### src/rtl/motion_flags_pkg.sv
package motion_flags_pkg;

  // Register indices
  localparam logic [3:0] IDX_EVENT  = 4'h0;
  localparam logic [3:0] IDX_STATUS = 4'h1;
  localparam logic [3:0] IDX_MASK0  = 4'ha;
  localparam logic [3:0] IDX_MASK1  = 4'hb;
  localparam logic [3:0] IDX_DETECT = 4'hc;

  // Event flag byte (index 0, read and clear share positions)
  localparam int BIT_Z_CHG     = 7;
  localparam int BIT_XY_CHG    = 6;
  localparam int BIT_SHAKE_LSB = 0;
  // Status byte (index 1 read)
  localparam int BIT_TILT      = 7;
  localparam int BIT_Z_SIGN    = 6;
  localparam int BIT_XY_LSB    = 4;
  localparam int BIT_READY     = 0;
  // Index 1 write
  localparam int BIT_SOFT_RST  = 4;
  localparam int BIT_READY_CLR = 0;
  // Detection register field
  localparam int BIT_ORC_LSB   = 0;

  // Reset values
  localparam logic [7:0] MASK0_RST  = 8'h00;
  localparam logic [7:0] MASK1_RST  = 8'h00;
  localparam logic [7:0] DETECT_RST = 8'h00;
  localparam logic [1:0] XY_RST     = 2'h0;
  localparam logic [1:0] Z_RST      = 2'h0;

  // XY orientation codes
  localparam logic [1:0] XY_POS_X = 2'h0;
  localparam logic [1:0] XY_POS_Y = 2'h1;
  localparam logic [1:0] XY_NEG_X = 2'h2;
  localparam logic [1:0] XY_NEG_Y = 2'h3;

  // Orientation threshold: 0.375 g at 1024 counts per g
  localparam int          ORIENT_THRESH_MILLI_G = 375;
  localparam int          ACC_COUNTS_PER_G      = 1024;
  localparam logic [11:0] ORIENT_THRESH_LSB     = 12'(ORIENT_THRESH_MILLI_G * ACC_COUNTS_PER_G / 1000);
  localparam logic [7:0]  ORC_BASE_COUNT        = 8'h10;

  // Bus address default
  localparam logic [6:0] DEV_ADDR_DEFAULT = 7'h15;

  typedef enum logic [6:0] {
    ST_IDLE     = 7'b0000001,
    ST_ADDR     = 7'b0000010,
    ST_ADDR_ACK = 7'b0000100,
    ST_WR       = 7'b0001000,
    ST_WR_ACK   = 7'b0010000,
    ST_RD       = 7'b0100000,
    ST_RD_ACK   = 7'b1000000
  } bus_state_t;

endpackage

### src/rtl/orient_debounce.sv
`timescale 1ns/1ps
module orient_debounce
  import motion_flags_pkg::*;
(
  // Clock and reset
  input  wire logic       clk,
  input  wire logic       rst,
  // Candidate reading
  input  wire logic       tick,
  input  wire logic       valid,
  input  wire logic [1:0] cand,
  input  wire logic [7:0] need,
  input  wire logic [1:0] rst_code,
  // Filtered code
  output logic [1:0]      code_q,
  output logic            changed_q
);

  logic [7:0] cnt_q;
  logic [7:0] cnt_d;
  logic [1:0] last_q;
  logic [1:0] last_d;
  logic [1:0] code_d;
  logic       changed_d;

  always_comb begin
    cnt_d     = cnt_q;
    last_d    = last_q;
    code_d    = code_q;
    changed_d = 1'b0;
    if (tick) begin
      if (valid && cand != code_q) begin
        if (cand == last_q && cnt_q != 8'h00) begin
          if (cnt_q + 8'h01 >= need) begin
            code_d    = cand;
            changed_d = 1'b1;
            cnt_d     = 8'h00;
          end else begin
            cnt_d = cnt_q + 8'h01;
          end
        end else begin
          last_d = cand;
          cnt_d  = 8'h01;
        end
      end else begin
        cnt_d = 8'h00;
      end
    end
  end

  always_ff @(posedge clk) begin
    if (rst) begin
      cnt_q     <= 8'h00;
      last_q    <= 2'h0;
      code_q    <= rst_code;
      changed_q <= 1'b0;
    end else begin
      cnt_q     <= cnt_d;
      last_q    <= last_d;
      code_q    <= code_d;
      changed_q <= changed_d;
    end
  end

endmodule

### src/rtl/motion_event_flags_i2c_regs.sv
`timescale 1ns/1ps
// Functional notes
// First written byte loads register pointer
// Later written bytes store, pointer increments
// Master reads after pointer write, repeated start
// Read returns pointed register, pointer increments
// Master keeps SCL and SDA low briefly
// Sixteen eight-bit registers, indices 0 to 15
// Index 0 reads change and shake flags
// Index 0 write clears matching flags
// Index 1 reads tilt, orientation, data ready
// Index 1 write: soft reset, ready clear
// Reads hit flags, writes hit clears only
// Events set flags, held until cleared
// Writing one clears flag, clear self-returns
// Zero clear bits leave flags alone
// Shake detection sets per-direction flags
// Set shake flag blocks that axis
// Debounced orientation change sets change flags
// XY code: +X, +Y, -X, -Y
// XY updates only above threshold, untilted
// Z code: tilt bit and Z sign
// New orientation needs consecutive valid readings
// New measurement sets data ready flag
// Count field selects 16, 32, 64, 128
// Masked flags drive active-low interrupt
// Soft reset lasts the transfer, spares bus
// Pointer wraps from fifteen to zero
module motion_event_flags_i2c_regs
  import motion_flags_pkg::*;
#(
  parameter logic [6:0] DEV_ADDR = DEV_ADDR_DEFAULT
) (
  // Clock and reset
  input  wire logic        CLK,
  input  wire logic        RST,
  // Two-wire bus
  input  wire logic        SCL_IN,
  input  wire logic        SDA_IN,
  output logic             SDA_OUT,
  output logic             SDA_OE_N,
  // Interrupt pin, open drain
  output logic             INT_OUT,
  output logic             INT_OE_N,
  // Measurement side
  input  wire logic        SAMPLE_TICK,
  input  wire logic [11:0] X_ACC,
  input  wire logic [11:0] Y_ACC,
  input  wire logic [11:0] Z_ACC,
  input  wire logic [3:0]  SHAKE_DET,
  // Registers held elsewhere
  output logic [3:0]       REG_PTR,
  input  wire logic [7:0]  REG_RDATA,
  output logic             REG_WR,
  output logic [3:0]       REG_IDX,
  output logic [7:0]       REG_WDATA,
  output logic             SOFT_RESET
);

  function automatic logic [11:0] mag12(input logic [11:0] v);
    mag12 = v[11] ? 12'(-v) : v;
  endfunction

  function automatic logic [7:0] orc_need(input logic [1:0] orient_debounce_count);
    orc_need = ORC_BASE_COUNT << orient_debounce_count;
  endfunction

  // Pin synchronisers
  logic [2:0] scl_q;
  logic [2:0] sda_q;
  logic       scl_rise;
  logic       scl_fall;
  logic       start_det;
  logic       stop_det;
  logic       sda_s;

  always_ff @(posedge CLK) begin
    if (RST) begin
      scl_q <= 3'h7;
      sda_q <= 3'h7;
    end else begin
      scl_q <= {scl_q[1:0], SCL_IN};
      sda_q <= {sda_q[1:0], SDA_IN};
    end
  end

  assign sda_s     = sda_q[1];
  assign scl_rise  = scl_q[1] & ~scl_q[2];
  assign scl_fall  = ~scl_q[1] & scl_q[2];
  assign start_det = scl_q[1] & scl_q[2] & ~sda_q[1] & sda_q[2];
  assign stop_det  = scl_q[1] & scl_q[2] & sda_q[1] & ~sda_q[2];

  // Bus slave state
  bus_state_t st_q;
  bus_state_t st_d;
  logic [3:0] bitcnt_q;
  logic [3:0] bitcnt_d;
  logic [7:0] sh_q;
  logic [7:0] sh_d;
  logic [3:0] ptr_q;
  logic [3:0] ptr_d;
  logic       first_q;
  logic       first_d;
  logic       rw_q;
  logic       rw_d;
  logic       ack_q;
  logic       ack_d;
  logic       sda_low_q;
  logic       sda_low_d;
  logic       wr_stb_q;
  logic       wr_stb_d;
  logic [3:0] wr_idx_q;
  logic [3:0] wr_idx_d;
  logic [7:0] wr_data_q;
  logic [7:0] wr_data_d;
  logic       srst_q;
  logic       srst_d;
  logic [7:0] rd_byte;

  always_comb begin
    st_d      = st_q;
    bitcnt_d  = bitcnt_q;
    sh_d      = sh_q;
    ptr_d     = ptr_q;
    first_d   = first_q;
    rw_d      = rw_q;
    ack_d     = ack_q;
    sda_low_d = sda_low_q;
    wr_stb_d  = 1'b0;
    wr_idx_d  = wr_idx_q;
    wr_data_d = wr_data_q;
    srst_d    = srst_q;
    if (start_det) begin
      st_d      = ST_ADDR;
      bitcnt_d  = 4'h0;
      sda_low_d = 1'b0;
    end else if (stop_det) begin
      st_d      = ST_IDLE;
      sda_low_d = 1'b0;
      srst_d    = 1'b0;
    end else begin
      case (st_q)
        ST_IDLE: begin
          sda_low_d = 1'b0;
        end
        ST_ADDR: begin
          if (scl_rise) begin
            sh_d     = {sh_q[6:0], sda_s};
            bitcnt_d = bitcnt_q + 4'h1;
          end else if (scl_fall && bitcnt_q == 4'h8) begin
            if (sh_q[7:1] == DEV_ADDR) begin
              rw_d      = sh_q[0];
              sda_low_d = 1'b1;
              st_d      = ST_ADDR_ACK;
            end else begin
              st_d = ST_IDLE;
            end
          end
        end
        ST_ADDR_ACK: begin
          if (scl_fall) begin
            bitcnt_d = 4'h0;
            if (rw_q) begin
              sh_d      = rd_byte;
              sda_low_d = ~rd_byte[7];
              st_d      = ST_RD;
            end else begin
              sda_low_d = 1'b0;
              first_d   = 1'b1;
              st_d      = ST_WR;
            end
          end
        end
        ST_WR: begin
          if (scl_rise) begin
            sh_d     = {sh_q[6:0], sda_s};
            bitcnt_d = bitcnt_q + 4'h1;
          end else if (scl_fall && bitcnt_q == 4'h8) begin
            sda_low_d = 1'b1;
            st_d      = ST_WR_ACK;
            if (first_q) begin
              ptr_d   = sh_q[3:0];
              first_d = 1'b0;
            end else begin
              wr_stb_d  = 1'b1;
              wr_idx_d  = ptr_q;
              wr_data_d = sh_q;
              ptr_d     = ptr_q + 4'h1;
              if (ptr_q == IDX_STATUS && sh_q[BIT_SOFT_RST]) begin
                srst_d = 1'b1;
              end
            end
          end
        end
        ST_WR_ACK: begin
          if (scl_fall) begin
            sda_low_d = 1'b0;
            bitcnt_d  = 4'h0;
            st_d      = ST_WR;
          end
        end
        ST_RD: begin
          if (scl_rise) begin
            bitcnt_d = bitcnt_q + 4'h1;
          end else if (scl_fall) begin
            if (bitcnt_q == 4'h8) begin
              sda_low_d = 1'b0;
              ptr_d     = ptr_q + 4'h1;
              st_d      = ST_RD_ACK;
            end else begin
              sh_d      = {sh_q[6:0], 1'b0};
              sda_low_d = ~sh_q[6];
            end
          end
        end
        ST_RD_ACK: begin
          if (scl_rise) begin
            ack_d = ~sda_s;
          end else if (scl_fall) begin
            bitcnt_d = 4'h0;
            if (ack_q) begin
              sh_d      = rd_byte;
              sda_low_d = ~rd_byte[7];
              st_d      = ST_RD;
            end else begin
              st_d = ST_IDLE;
            end
          end
        end
        default: begin
          st_d      = ST_IDLE;
          sda_low_d = 1'b0;
        end
      endcase
    end
  end

  // Bus logic stays on the pin reset only, so a soft reset is still acknowledged
  always_ff @(posedge CLK) begin
    if (RST) begin
      st_q      <= ST_IDLE;
      bitcnt_q  <= 4'h0;
      sh_q      <= 8'h00;
      ptr_q     <= 4'h0;
      first_q   <= 1'b0;
      rw_q      <= 1'b0;
      ack_q     <= 1'b0;
      sda_low_q <= 1'b0;
      wr_stb_q  <= 1'b0;
      wr_idx_q  <= 4'h0;
      wr_data_q <= 8'h00;
      srst_q    <= 1'b0;
    end else begin
      st_q      <= st_d;
      bitcnt_q  <= bitcnt_d;
      sh_q      <= sh_d;
      ptr_q     <= ptr_d;
      first_q   <= first_d;
      rw_q      <= rw_d;
      ack_q     <= ack_d;
      sda_low_q <= sda_low_d;
      wr_stb_q  <= wr_stb_d;
      wr_idx_q  <= wr_idx_d;
      wr_data_q <= wr_data_d;
      srst_q    <= srst_d;
    end
  end

  // Event and orientation state
  logic       core_rst;
  logic [3:0] shake_q;
  logic [3:0] shake_d;
  logic       xy_orient_change_flag_q;
  logic       xy_orient_change_flag_d;
  logic       z_orient_change_flag_q;
  logic       z_orient_change_flag_d;
  logic       sample_ready_flag_q;
  logic       sample_ready_flag_d;
  logic [7:0] mask0_q;
  logic [7:0] mask0_d;
  logic [7:0] mask1_q;
  logic [7:0] mask1_d;
  logic [7:0] detect_q;
  logic [7:0] detect_d;
  logic       int_act_q;
  logic       int_act_d;
  logic [7:0] clr0;
  logic [7:0] clr1;
  logic [7:0] event_flag_byte;
  logic [7:0] status_byte;
  logic [11:0] ax;
  logic [11:0] ay;
  logic        tilt_now;
  logic [1:0]  xy_cand;
  logic [1:0]  z_cand;
  logic [1:0]  xy_orient_code;
  logic [1:0]  z_orient_code;
  logic        xy_changed;
  logic        z_changed;
  logic [7:0]  need;

  assign core_rst = RST | srst_q;
  assign need     = orc_need(detect_q[BIT_ORC_LSB +: 2]);

  // Orientation candidates from the current sample
  always_comb begin
    ax       = mag12(X_ACC);
    ay       = mag12(Y_ACC);
    tilt_now = ((ax > ay) ? ax : ay) <= ORIENT_THRESH_LSB;
    if (ax >= ay) begin
      xy_cand = X_ACC[11] ? XY_NEG_X : XY_POS_X;
    end else begin
      xy_cand = Y_ACC[11] ? XY_NEG_Y : XY_POS_Y;
    end
    z_cand = {tilt_now, Z_ACC[11]};
  end

  orient_debounce u_xy_filter (
    .clk       (CLK),
    .rst       (core_rst),
    .tick      (SAMPLE_TICK),
    .valid     (~tilt_now),
    .cand      (xy_cand),
    .need      (need),
    .rst_code  (XY_RST),
    .code_q    (xy_orient_code),
    .changed_q (xy_changed)
  );

  orient_debounce u_z_filter (
    .clk       (CLK),
    .rst       (core_rst),
    .tick      (SAMPLE_TICK),
    .valid     (1'b1),
    .cand      (z_cand),
    .need      (need),
    .rst_code  (Z_RST),
    .code_q    (z_orient_code),
    .changed_q (z_changed)
  );

  assign event_flag_byte = {z_orient_change_flag_q, xy_orient_change_flag_q, 2'b00, shake_q};
  assign status_byte     = {z_orient_code, xy_orient_code, 3'b000, sample_ready_flag_q};

  // Read side sees flags only; clears are write-only pulses
  always_comb begin
    case (ptr_q)
      IDX_EVENT:  rd_byte = event_flag_byte;
      IDX_STATUS: rd_byte = status_byte;
      IDX_MASK0:  rd_byte = 8'h00;
      IDX_MASK1:  rd_byte = 8'h00;
      IDX_DETECT: rd_byte = detect_q;
      default:    rd_byte = REG_RDATA;
    endcase
  end

  always_comb begin
    clr0 = (wr_stb_q && wr_idx_q == IDX_EVENT) ? wr_data_q : 8'h00;
    clr1 = (wr_stb_q && wr_idx_q == IDX_STATUS) ? wr_data_q : 8'h00;
    // Set wins over a clear in the same cycle, except for a shake flag whose pair is already set
    shake_d = (shake_q & ~clr0[BIT_SHAKE_LSB +: 4])
            | (SHAKE_DET & {{2{~|shake_q[3:2]}}, {2{~|shake_q[1:0]}}});
    xy_orient_change_flag_d = (xy_orient_change_flag_q & ~clr0[BIT_XY_CHG]) | xy_changed;
    z_orient_change_flag_d  = (z_orient_change_flag_q & ~clr0[BIT_Z_CHG]) | z_changed;
    sample_ready_flag_d     = (sample_ready_flag_q & ~clr1[BIT_READY_CLR]) | SAMPLE_TICK;
    mask0_d  = (wr_stb_q && wr_idx_q == IDX_MASK0) ? wr_data_q : mask0_q;
    mask1_d  = (wr_stb_q && wr_idx_q == IDX_MASK1) ? wr_data_q : mask1_q;
    detect_d = (wr_stb_q && wr_idx_q == IDX_DETECT) ? wr_data_q : detect_q;
    int_act_d = |(event_flag_byte & mask0_q) | |(status_byte[2:0] & mask1_q[2:0]);
  end

  always_ff @(posedge CLK) begin
    if (core_rst) begin
      shake_q                 <= 4'h0;
      xy_orient_change_flag_q <= 1'b0;
      z_orient_change_flag_q  <= 1'b0;
      sample_ready_flag_q     <= 1'b0;
      mask0_q                 <= MASK0_RST;
      mask1_q                 <= MASK1_RST;
      detect_q                <= DETECT_RST;
      int_act_q               <= 1'b0;
    end else begin
      shake_q                 <= shake_d;
      xy_orient_change_flag_q <= xy_orient_change_flag_d;
      z_orient_change_flag_q  <= z_orient_change_flag_d;
      sample_ready_flag_q     <= sample_ready_flag_d;
      mask0_q                 <= mask0_d;
      mask1_q                 <= mask1_d;
      detect_q                <= detect_d;
      int_act_q               <= int_act_d;
    end
  end

  assign SDA_OUT    = 1'b0;
  assign SDA_OE_N   = ~sda_low_q;
  assign INT_OUT    = 1'b0;
  assign INT_OE_N   = ~int_act_q;
  assign REG_PTR    = ptr_q;
  assign REG_WR     = wr_stb_q;
  assign REG_IDX    = wr_idx_q;
  assign REG_WDATA  = wr_data_q;
  assign SOFT_RESET = srst_q;

endmodule

### config.mk
export PLATFORM = sky130hd
export DESIGN_NAME = motion_event_flags_i2c_regs
export DESIGN_NICKNAME = d
export VERILOG_FILES = /design/src/rtl/motion_flags_pkg.sv /design/src/rtl/orient_debounce.sv /design/src/rtl/motion_event_flags_i2c_regs.sv
export SDC_FILE = /design/constraint.sdc
export NUM_CORES = 1
export LEC_CHECK = 0
export BUFFER_PORTS_ARGS = -buffer_cell sky130_fd_sc_hd__buf_2
export CORE_UTILIZATION = 50
export DETAILED_ROUTE_END_ITERATION = 12
export GPL_TIMING_DRIVEN = 0
export PLACE_DENSITY_LB_ADDON = 0.15
export SYNTH_ARGS = -nofsm -noshare
export SYNTH_HDL_FRONTEND = slang
export SYNTH_SLANG_ARGS = --single-unit
### constraint.sdc
create_clock -name CLK -period 9 [get_ports CLK]
set_input_delay 0 -clock CLK [delete_from_list [all_inputs] [get_ports CLK]]
set_output_delay 0 -clock CLK [all_outputs]
set_load 0.02 [all_outputs]
==> results of run 1 <==
[registers in the layout (all words and copies together) (netlist names), 3 cells and up]
name / cells
scl_q: 3
shake_q: 4
REG_PTR: 4
bitcnt_q: 4
mask0_q: 6
u_z_filter.cnt_q: 8
REG_IDX: 4
REG_WDATA: 8
sh_q: 8
sda_q: 3
st_q: 7
detect_q: 8
u_xy_filter.cnt_q: 8
[synth_stat cells (all sizes together) (6+ instances only)]
master | count | share of area [%]
nand4 | 10 | 0.99
buf | 12 | 1.5
mux2i | 46 | 7.3
nor4b | 8 | 1.3
o31ai | 10 | 1.2
nor3 | 24 | 2.0
a31oi | 9 | 0.89
dfxtp | 96 | 30
a21oi | 47 | 3.7
nor2 | 84 | 5.0
or2 | 11 | 1.1
xnor2 | 24 | 3.3
clkbuf | 27 | 2.1
xor2 | 13 | 1.8
o211ai | 6 | 0.71
a222oi | 6 | 0.95
inv | 38 | 2.3
nand3 | 28 | 2.2
nor2b | 14 | 1.4
o21ai | 40 | 3.2
ha | 32 | 6.3
nand2 | 76 | 4.5
and2 | 8 | 0.79
a211oi | 7 | 0.83
nand2b | 16 | 1.6
and3 | 10 | 1.0
a32oi | 6 | 0.83
nor4 | 7 | 1.3
[area by class of cell]
class	instances	area [µm²]	area share [%]
flip-flops and latches	96	1920	26.6
clock inverters	6	77.6	1.08
inverters	39	146	2.03
clock buffers	9	225	3.12
well taps	168	210	2.91
plain buffers	39	226	3.14
multi-input cells	615	4050	56.1
repair buffers	64	360	4.99
[cell families after synthesis]
group	Yosys count	share of synthesized area (%)
AOI/OAI and AO/OA	174	18.2
xor gates and xnor gates	37	5.11
adders and majority gates	32	6.32
buffers and inverters	78	5.88
DFF	96	30.3
muxes	47	7.44
other	1	0.0592
and+or+nand+nor	323	26.6
[final timing paths]
path / from / endpoint / slack (ns) / depth (start not counted)
setup / recovery: Y_ACC[5] / u_xy_filter.code_q[1] / 5.26 / 15
hold / removal: REG_RDATA[3] / sh_q[3] / 0.11 / 5
setup reg to reg: u_z_filter.cnt_q[2] / u_z_filter.cnt_q[3] / 5.91 / 13
hold reg to reg: scl_q[0] / scl_q[1] / 0.41 / 1
[repair_timing]
item / CTS / global route
hold buffers: 8 / 0
endpoints found under the setup margin: 0 / 0
hold endpoints to repair: 8 / 0
[report_power, final]
part,switching [mW],total (mW),internal [mW]
logic,0.123,0.206,0.0830
registers,0.0113,0.447,0.436
clock network,0.179,0.398,0.219
total,0.313,1.05,0.738
[worst min-delay path, stage by stage]
cell	delay, ns
buf_2	0.08
a222oi_1	0.06
o21ai_0	0.15
mux2i_1	0.07
nor2_1	0.07
[through the flow]
step	utilization, %	cell area [µm²]	power, mW	hold slack (ns)
2_1_floorplan	-	6340	0.602	0.104
3_3_place_gp	56.2	6830	0.650	0.182
3_5_place_dp	56.2	6830	0.657	0.184
4_1_cts	59.3	7220	1.06	0.113
5_1_grt	59.3	7220	1.10	0.162
6_report	59.3	7220	1.05	0.112
[routing by layer]
layer  global-route usage [%]  up-vias  routed length, µm
li1                         -     3002                  -
met5                        0        -                  0
met1                     33.1     2791               7550
met2                     42.1      178               7480
met3                     3.60       27                745
met4                     8.31        0                293
==> flow_metrics.env, run 1 <==
export IMPL_leakage_nw=2.87
export IMPL_final_cell_mix="dfxtp_1 (96), nor2_1 (84), nand2_1 (76)"
export IMPL_cts_htree_levels=3
export IMPL_placeableCoreArea_mm2=0.0122
export IMPL_port_buffers=56
export IMPL_critPathTopFamily="simple AND/OR/NAND/NOR gates"
export IMPL_drtIter0Drc=459
export IMPL_cpMaxStageDelayCell="or4_1"
export IMPL_vdd_drop_max_mv=0.0978
export IMPL_final_max_slew_viol_count=0
export IMPL_cts_path_max_buffers=2
export IMPL_tightest_slew_ns=1.23
export IMPL_synth_edf_count=0
export IMPL_grt_setup_unrepaired="false"
export IMPL_wl_per_cell_um=15.5
export IMPL_worstSetupEndpointType="flip-flop"
export IMPL_p_per_area_mw_per_mm2=146
export IMPL_cts_sinks=96
export IMPL_globalplace_congestion=0.893
export IMPL_drv_cap=0
export IMPL_period_minus_slack_ns=3.74
export IMPL_post_cts_resized=0
export IMPL_clockRootBuffer="clkbuf_16"
export IMPL_fin_ws_ns=5.26
export IMPL_synthesis_area_mm2=0.00634
export IMPL_num_rows=40
export IMPL_arrival_ns=4.01
export IMPL_cp_max_fo=10
export IMPL_synth_seq_area_share_pct=30.3
export IMPL_skew_ns=0.00756
export IMPL_stdcell_count=1036
export IMPL_fp_dieArea_mm2=0.0131
export IMPL_insertion_delay_ns=0.35
export IMPL_first_pass_iters=7
export IMPL_final_nets=949
export IMPL_setup_tns_ns=0
export IMPL_area_growth_pct=13.8
export IMPL_ios=75
export IMPL_antenna_found_initial=0
export IMPL_critPathKind="primary input to flip-flop"
export IMPL_hp_class="primary input to flip-flop"
export IMPL_fillers=1144
export IMPL_cts_tree="built"
export IMPL_drive_gt1_share_pct=12.7
export IMPL_grt_max_degree=18
export IMPL_path_cells="buf_2, nor4_2, nand2_1, or3_1, or4_1, ha_1, nand4_1, nor3_1, a21oi_1, nand3_1, mux2i_1, and2_1, clkbuf_1, nand3_1, o31ai_1"
export IMPL_drc=0
export IMPL_dp_hpwl_um=12200
export IMPL_syn_area_per_cell_um2=8.04
export IMPL_fmax_mhz=267
export IMPL_setup_viol=0
export IMPL_grt_pass1_vias=5526
export IMPL_die_w_um=115
export IMPL_grt_pass1_wl_um=26300
export IMPL_ys_flop_type="dfxtp_1"
export IMPL_finalCritPeriodShare_pct=41.6
export IMPL_dr_total_vias=5998
export IMPL_crit_top_cell="nand3_1"
export IMPL_fp_dieH_um=115
export IMPL_slew_headroom_pct=17.1
export IMPL_cp_required_ns=9.27
export IMPL_vias_per_cell=5.79
export IMPL_place_ws_ns=4.94
export IMPL_worstPathBufferInverterCount=2
export IMPL_final_common_cell="dfxtp_1"
export IMPL_n_antenna_cell=0
export IMPL_synthCells=788
export IMPL_routed_wl_um=16100
export IMPL_synthArstFlopShare_pct=0
export IMPL_initial_core_util_pct=52.1
export IMPL_hold_viol=0
export IMPL_overflow=0
export IMPL_ys_types=77
export IMPL_status="complete, no violations"
export IMPL_placed_cells=1013
export IMPL_synth_seq_cells=96
export IMPL_post_cts_buffers=0
export IMPL_critPathMaxStageDelay_ns=0.43
export IMPL_numCtsBuffers=9
export IMPL_clk_pin_slew_ns=0.07
export IMPL_cp_start_kind="primary input"
export IMPL_ant_nets=0
export IMPL_yosys_warnings=0
export IMPL_grtUsageTotal_pct=25.1
No activity file was read; power rests on OpenSTA's default activity.
==> run 2: changes to the inputs <==
- clock period: 9 -> 3.2 ns (I/O delays scaled with it)
==> flow_metrics.env, run 2 (same netlist as run 1, synthesis figures left out) <==
export IMPL_fp_dieArea_mm2=0.0131
export IMPL_fp_dieH_um=115
export IMPL_critPathTopFamily="simple AND/OR/NAND/NOR gates"
export IMPL_numCtsBuffers=9
export IMPL_hold_viol=0
export IMPL_final_cell_mix="dfxtp_1 (96), nor2_1 (84), nand2_1 (76)"
export IMPL_p_per_area_mw_per_mm2=406
export IMPL_drv_cap=0
export IMPL_cp_start_kind="primary input"
export IMPL_period_minus_slack_ns=3.15
export IMPL_cp_required_ns=3.43
export IMPL_slew_headroom_pct=21.7
export IMPL_ant_nets=0
export IMPL_fmax_mhz=318
export IMPL_area_growth_pct=17.4
export IMPL_routed_wl_um=16200
export IMPL_insertion_delay_ns=0.36
export IMPL_initial_core_util_pct=52.1
export IMPL_setup_viol=0
export IMPL_path_cells="buf_4, nor4_4, nand2_1, or3_4, or4_4, ha_4, nand4_1, a211o_2, a31oi_4, and3_4, buf_6, nor4_4, buf_6, clkbuf_16, a32oi_1, nor2_1"
export IMPL_final_common_cell="dfxtp_1"
export IMPL_worstSetupEndpointType="flip-flop"
export IMPL_leakage_nw=2.99
export IMPL_vdd_drop_max_mv=0.267
export IMPL_placed_area_mm2=0.00685
export IMPL_port_buffers=56
export IMPL_clk_pin_slew_ns=0.08
export IMPL_ios=75
export IMPL_skew_ns=0.0121
export IMPL_final_nets=959
export IMPL_fin_util_pct=61.2
export IMPL_cts_path_max_buffers=2
export IMPL_n_antenna_cell=0
export IMPL_arrival_ns=3.37
export IMPL_final_max_slew_viol_count=0
export IMPL_tightest_slew_ns=1.17
export IMPL_antenna_found_initial=0
export IMPL_dr_total_vias=6096
export IMPL_drc=0
export IMPL_critPathKind="primary input to flip-flop"
export IMPL_fin_area_mm2=0.00744
export IMPL_grt_pass1_wl_um=25900
export IMPL_drive_gt1_share_pct=15.6
export IMPL_dp_hpwl_um=11900
export IMPL_die_w_um=115
export IMPL_fillers=1083
export IMPL_cts_tree="built"
export IMPL_placed_cells=1013
export IMPL_placeableCoreArea_mm2=0.0122
export IMPL_vias_per_cell=5.82
export IMPL_first_pass_iters=8
export IMPL_status="complete, no violations"
export IMPL_stdcell_count=1047
export IMPL_wl_per_cell_um=15.4
export IMPL_worstPathBufferInverterCount=4
export IMPL_grtUsageTotal_pct=24.6
export IMPL_finalCritPeriodShare_pct=98.3
export IMPL_cp_max_fo=7
export IMPL_cpMaxStageDelayCell="or4_4"
export IMPL_num_rows=40
export IMPL_grt_pass1_vias=5511
export IMPL_hp_class="primary input to flip-flop"
export IMPL_cts_htree_levels=3
export IMPL_critPathMaxStageDelay_ns=0.44
export IMPL_drtIter0Drc=442
export IMPL_clockRootBuffer="clkbuf_16"
export IMPL_cts_sinks=96
export IMPL_overflow=0
export IMPL_grt_max_degree=19
export IMPL_globalplace_congestion=0.884
==> run 2: layout make-up <==
| type | instances | area (µm²) | area share, % |
|---|---|---|---|
| clock inverters | 7 | 83.8 | 1.13 |
| well taps | 168 | 210 | 2.82 |
| repair buffers | 74 | 459 | 6.17 |
| plain buffers | 39 | 238 | 3.19 |
| flip-flops and latches | 96 | 1920 | 25.8 |
| multi-input cells | 615 | 4160 | 55.9 |
| clock buffers | 9 | 225 | 3.03 |
| inverters | 39 | 146 | 1.97 |
==> run 2: repair_timing <==
action / CTS / global route
hold endpoints to repair: 8 / 0
endpoints found under the setup margin: 19 / 23
gates cloned: 0 / 1
hold buffers: 8 / 0
resized for setup: 3 / 24
pin swaps: 2 / 13
setup buffers: 1 / 8
==> run 2: path summary, 6_finish.rpt <==
check,slack [ns],start,to,cells past startpoint
setup reg to reg,0.29,u_xy_filter.cnt_q[0],u_xy_filter.cnt_q[0],12
hold reg to reg,0.42,scl_q[0],scl_q[1],1
setup / recovery,0.05,Y_ACC[4],u_xy_filter.cnt_q[7],16
hold / removal,0.10,REG_RDATA[2],sh_q[2],5
==> run 2: metrics by stage <==
step	TNS, ns	power (mW)	setup WS [ns]	hold WS (ns)
floorplan	0	1.70	0.00638	0.104
global placement	-8.09	1.83	-0.472	0.183
detailed placement	-9.74	1.85	-0.547	0.187
CTS	0	3.00	0.00863	0.105
global route	-0.331	3.16	-0.0634	0.154
finish	0	3.02	0.0541	0.102
==> run 2: where the power goes <==
group	switching (mW)	internal [mW]
clock network	0.514	0.623
logic	0.364	0.264
registers	0.0332	1.23
==> run 2: layer usage <==
metal  vias up  share of wire [%]  routed length [µm]  GRT usage [%]
met5         -                  0                   0              0
met4         0                1.3                 213           8.05
met3        20                5.3                 855           4.50
met2       189                 47                7580           40.0
met1      2872                 47                7520           33.0
li1       3015                  -                   -              -
==> run 2: worst min-delay path, delay by kind of cell <==
family                 cells  cell delay [ns]
AO/OA/AOI/OAI              2             0.22
buffers and inverters      1             0.09
multiplexers               1             0.06
AND/OR/NAND/NOR            1             0.07
==> run 3: changes to the inputs <==
- CTS_BUF_LIST: default -> sky130_fd_sc_hd__clkbuf_8
==> flow_metrics.env, run 3 (same netlist as run 1, synthesis figures left out) <==
export IMPL_p_sw_mw=0.864
export IMPL_placed_cells=1013
export IMPL_area_growth_pct=14.2
export IMPL_num_rows=40
export IMPL_grt_max_degree=19
export IMPL_drtIter0Drc=435
export IMPL_dp_hpwl_um=11900
export IMPL_placeableCoreArea_mm2=0.0122
export IMPL_vdd_drop_max_mv=0.248
export IMPL_cp_max_fo=9
export IMPL_clk_pin_slew_ns=0.11
export IMPL_final_seq_area_mm2=0.00192
export IMPL_ant_nets=0
export IMPL_hp_class="primary input to flip-flop"
export IMPL_drc=0
export IMPL_cp_start_kind="primary input"
export IMPL_drv_cap=0
export IMPL_multiInputGateArea_mm2=0.00414
export IMPL_skew_ns=0.0167
export IMPL_die_w_um=115
export IMPL_globalplace_congestion=0.884
export IMPL_first_pass_iters=5
export IMPL_grt_pass1_vias=5473
export IMPL_status="complete, no violations"
export IMPL_slew_headroom_pct=20.2
export IMPL_worstSetupEndpointType="flip-flop"
export IMPL_fmax_mhz=320
export IMPL_final_cell_mix="dfxtp_1 (96), nor2_1 (84), nand2_1 (76)"
export IMPL_critPathKind="primary input to flip-flop"
export IMPL_insertion_delay_ns=0.39
export IMPL_port_buffers=56
export IMPL_fp_dieH_um=115
export IMPL_dr_total_vias=6049
export IMPL_seqPwrFrac_pct=46.4
export IMPL_vias_per_cell=5.82
export IMPL_fin_ws_ns=0.0723
export IMPL_fp_dieArea_mm2=0.0131
export IMPL_cts_tree="built"
export IMPL_power_total_mw=2.72
export IMPL_grtUsageTotal_pct=24.2
export IMPL_arrival_ns=3.42
export IMPL_combPwrFrac_pct=22.2
export IMPL_leakage_nw=2.89
export IMPL_fin_hold_ws_ns=0.0733
export IMPL_cts_path_max_buffers=2
export IMPL_cts_htree_levels=3
export IMPL_fin_area_mm2=0.00724
export IMPL_internal_power_mw=1.85
export IMPL_switching_share_pct=31.8
export IMPL_routed_wl_um=15800
export IMPL_cts_sinks=96
export IMPL_final_max_slew_viol_count=0
export IMPL_initial_core_util_pct=52.1
export IMPL_numCtsBuffers=9
export IMPL_stdcell_count=1040
export IMPL_drive_gt1_share_pct=14.6
export IMPL_placed_area_mm2=0.00685
export IMPL_p_per_area_mw_per_mm2=375
export IMPL_wl_per_cell_um=15.2
export IMPL_cp_required_ns=3.50
export IMPL_final_nets=952
export IMPL_fillers=1116
export IMPL_period_minus_slack_ns=3.13
export IMPL_clockRootBuffer="clkbuf_8"
export IMPL_p_clk_share_pct=31.4
export IMPL_hold_viol=0
export IMPL_finalCritPeriodShare_pct=97.7
export IMPL_final_common_cell="dfxtp_1"
export IMPL_ios=75
export IMPL_overflow=0
export IMPL_tightest_slew_ns=1.19
export IMPL_place_ws_ns=-0.547
export IMPL_grt_setup_unrepaired="true"
export IMPL_antenna_found_initial=0
export IMPL_setup_viol=0
export IMPL_grt_pass1_wl_um=25700
export IMPL_n_antenna_cell=0
run 3: layout make-up:
cell class | instances | area share (%)
Buffer | 38 | 3.13
Clock buffer | 9 | 1.71
Multi-Input combinational cell | 615 | 57.1
Clock inverter | 7 | 1.16
Timing Repair Buffer | 68 | 5.39
Inverter | 39 | 2.02
Sequential cell | 96 | 26.5
Tap cell | 168 | 2.90
run 3: repair_timing:
action,in CTS,in global routing
hold buffers,8,0
resized for setup,3,12
endpoints found under the hold margin,9,0
setup buffers,0,4
pin swaps,1,7
endpoints found under the setup margin,12,23
run 3: per-stage QoR:
step	setup TNS, ns	utilization (%)
floorplan	0	-
global placement	-8.09	56.3
detailed placement	-9.74	56.3
CTS	-0.00127	58.8
global route	-0.398	59.5
finish	0	59.5
run 3: worst paths after layout:
path / from / endpoint / slack (ns) / depth (start not counted)
worst max-delay path: Y_ACC[2] / u_xy_filter.code_q[1] / 0.07 / 16
worst min-delay path: REG_RDATA[2] / sh_q[2] / 0.07 / 5
worst max register to register: u_z_filter.cnt_q[2] / u_z_filter.cnt_q[1] / 0.28 / 13
worst min register to register: scl_q[0] / scl_q[1] / 0.42 / 1
run 3: metal layers:
metal | vias up | track usage [%] | share of wire (%)
li1 | 2998 | - | -
met1 | 2817 | 32.8 | 47
met2 | 213 | 39.4 | 46
met3 | 21 | 3.60 | 5.8
met4 | 0 | 8.23 | 1.5
met5 | - | 0 | 0
run 3: power by group through the flow:
stage	sequential (mW)	combinational [mW]	clock, mW
6_report	1.26	0.604	0.852
4_1_cts	1.26	0.579	0.873
3_3_place_gp	1.28	0.546	0
3_5_place_dp	1.29	0.562	0
5_1_grt	1.26	0.666	0.918
2_1_floorplan	1.28	0.421	0
run 3: critical path: stages:
cell	delay, ns
clkbuf_8	0.14
nor4_4	0.32
nand2_1	0.13
or3_4	0.36
or4_4	0.44
ha_4	0.30
nand4_1	0.16
a211o_2	0.37
a31oi_4	0.24
and3_2	0.20
buf_4	0.16
nor4_4	0.06
buf_4	0.17
buf_4	0.12
a31o_2	0.19
o31ai_1	0.05
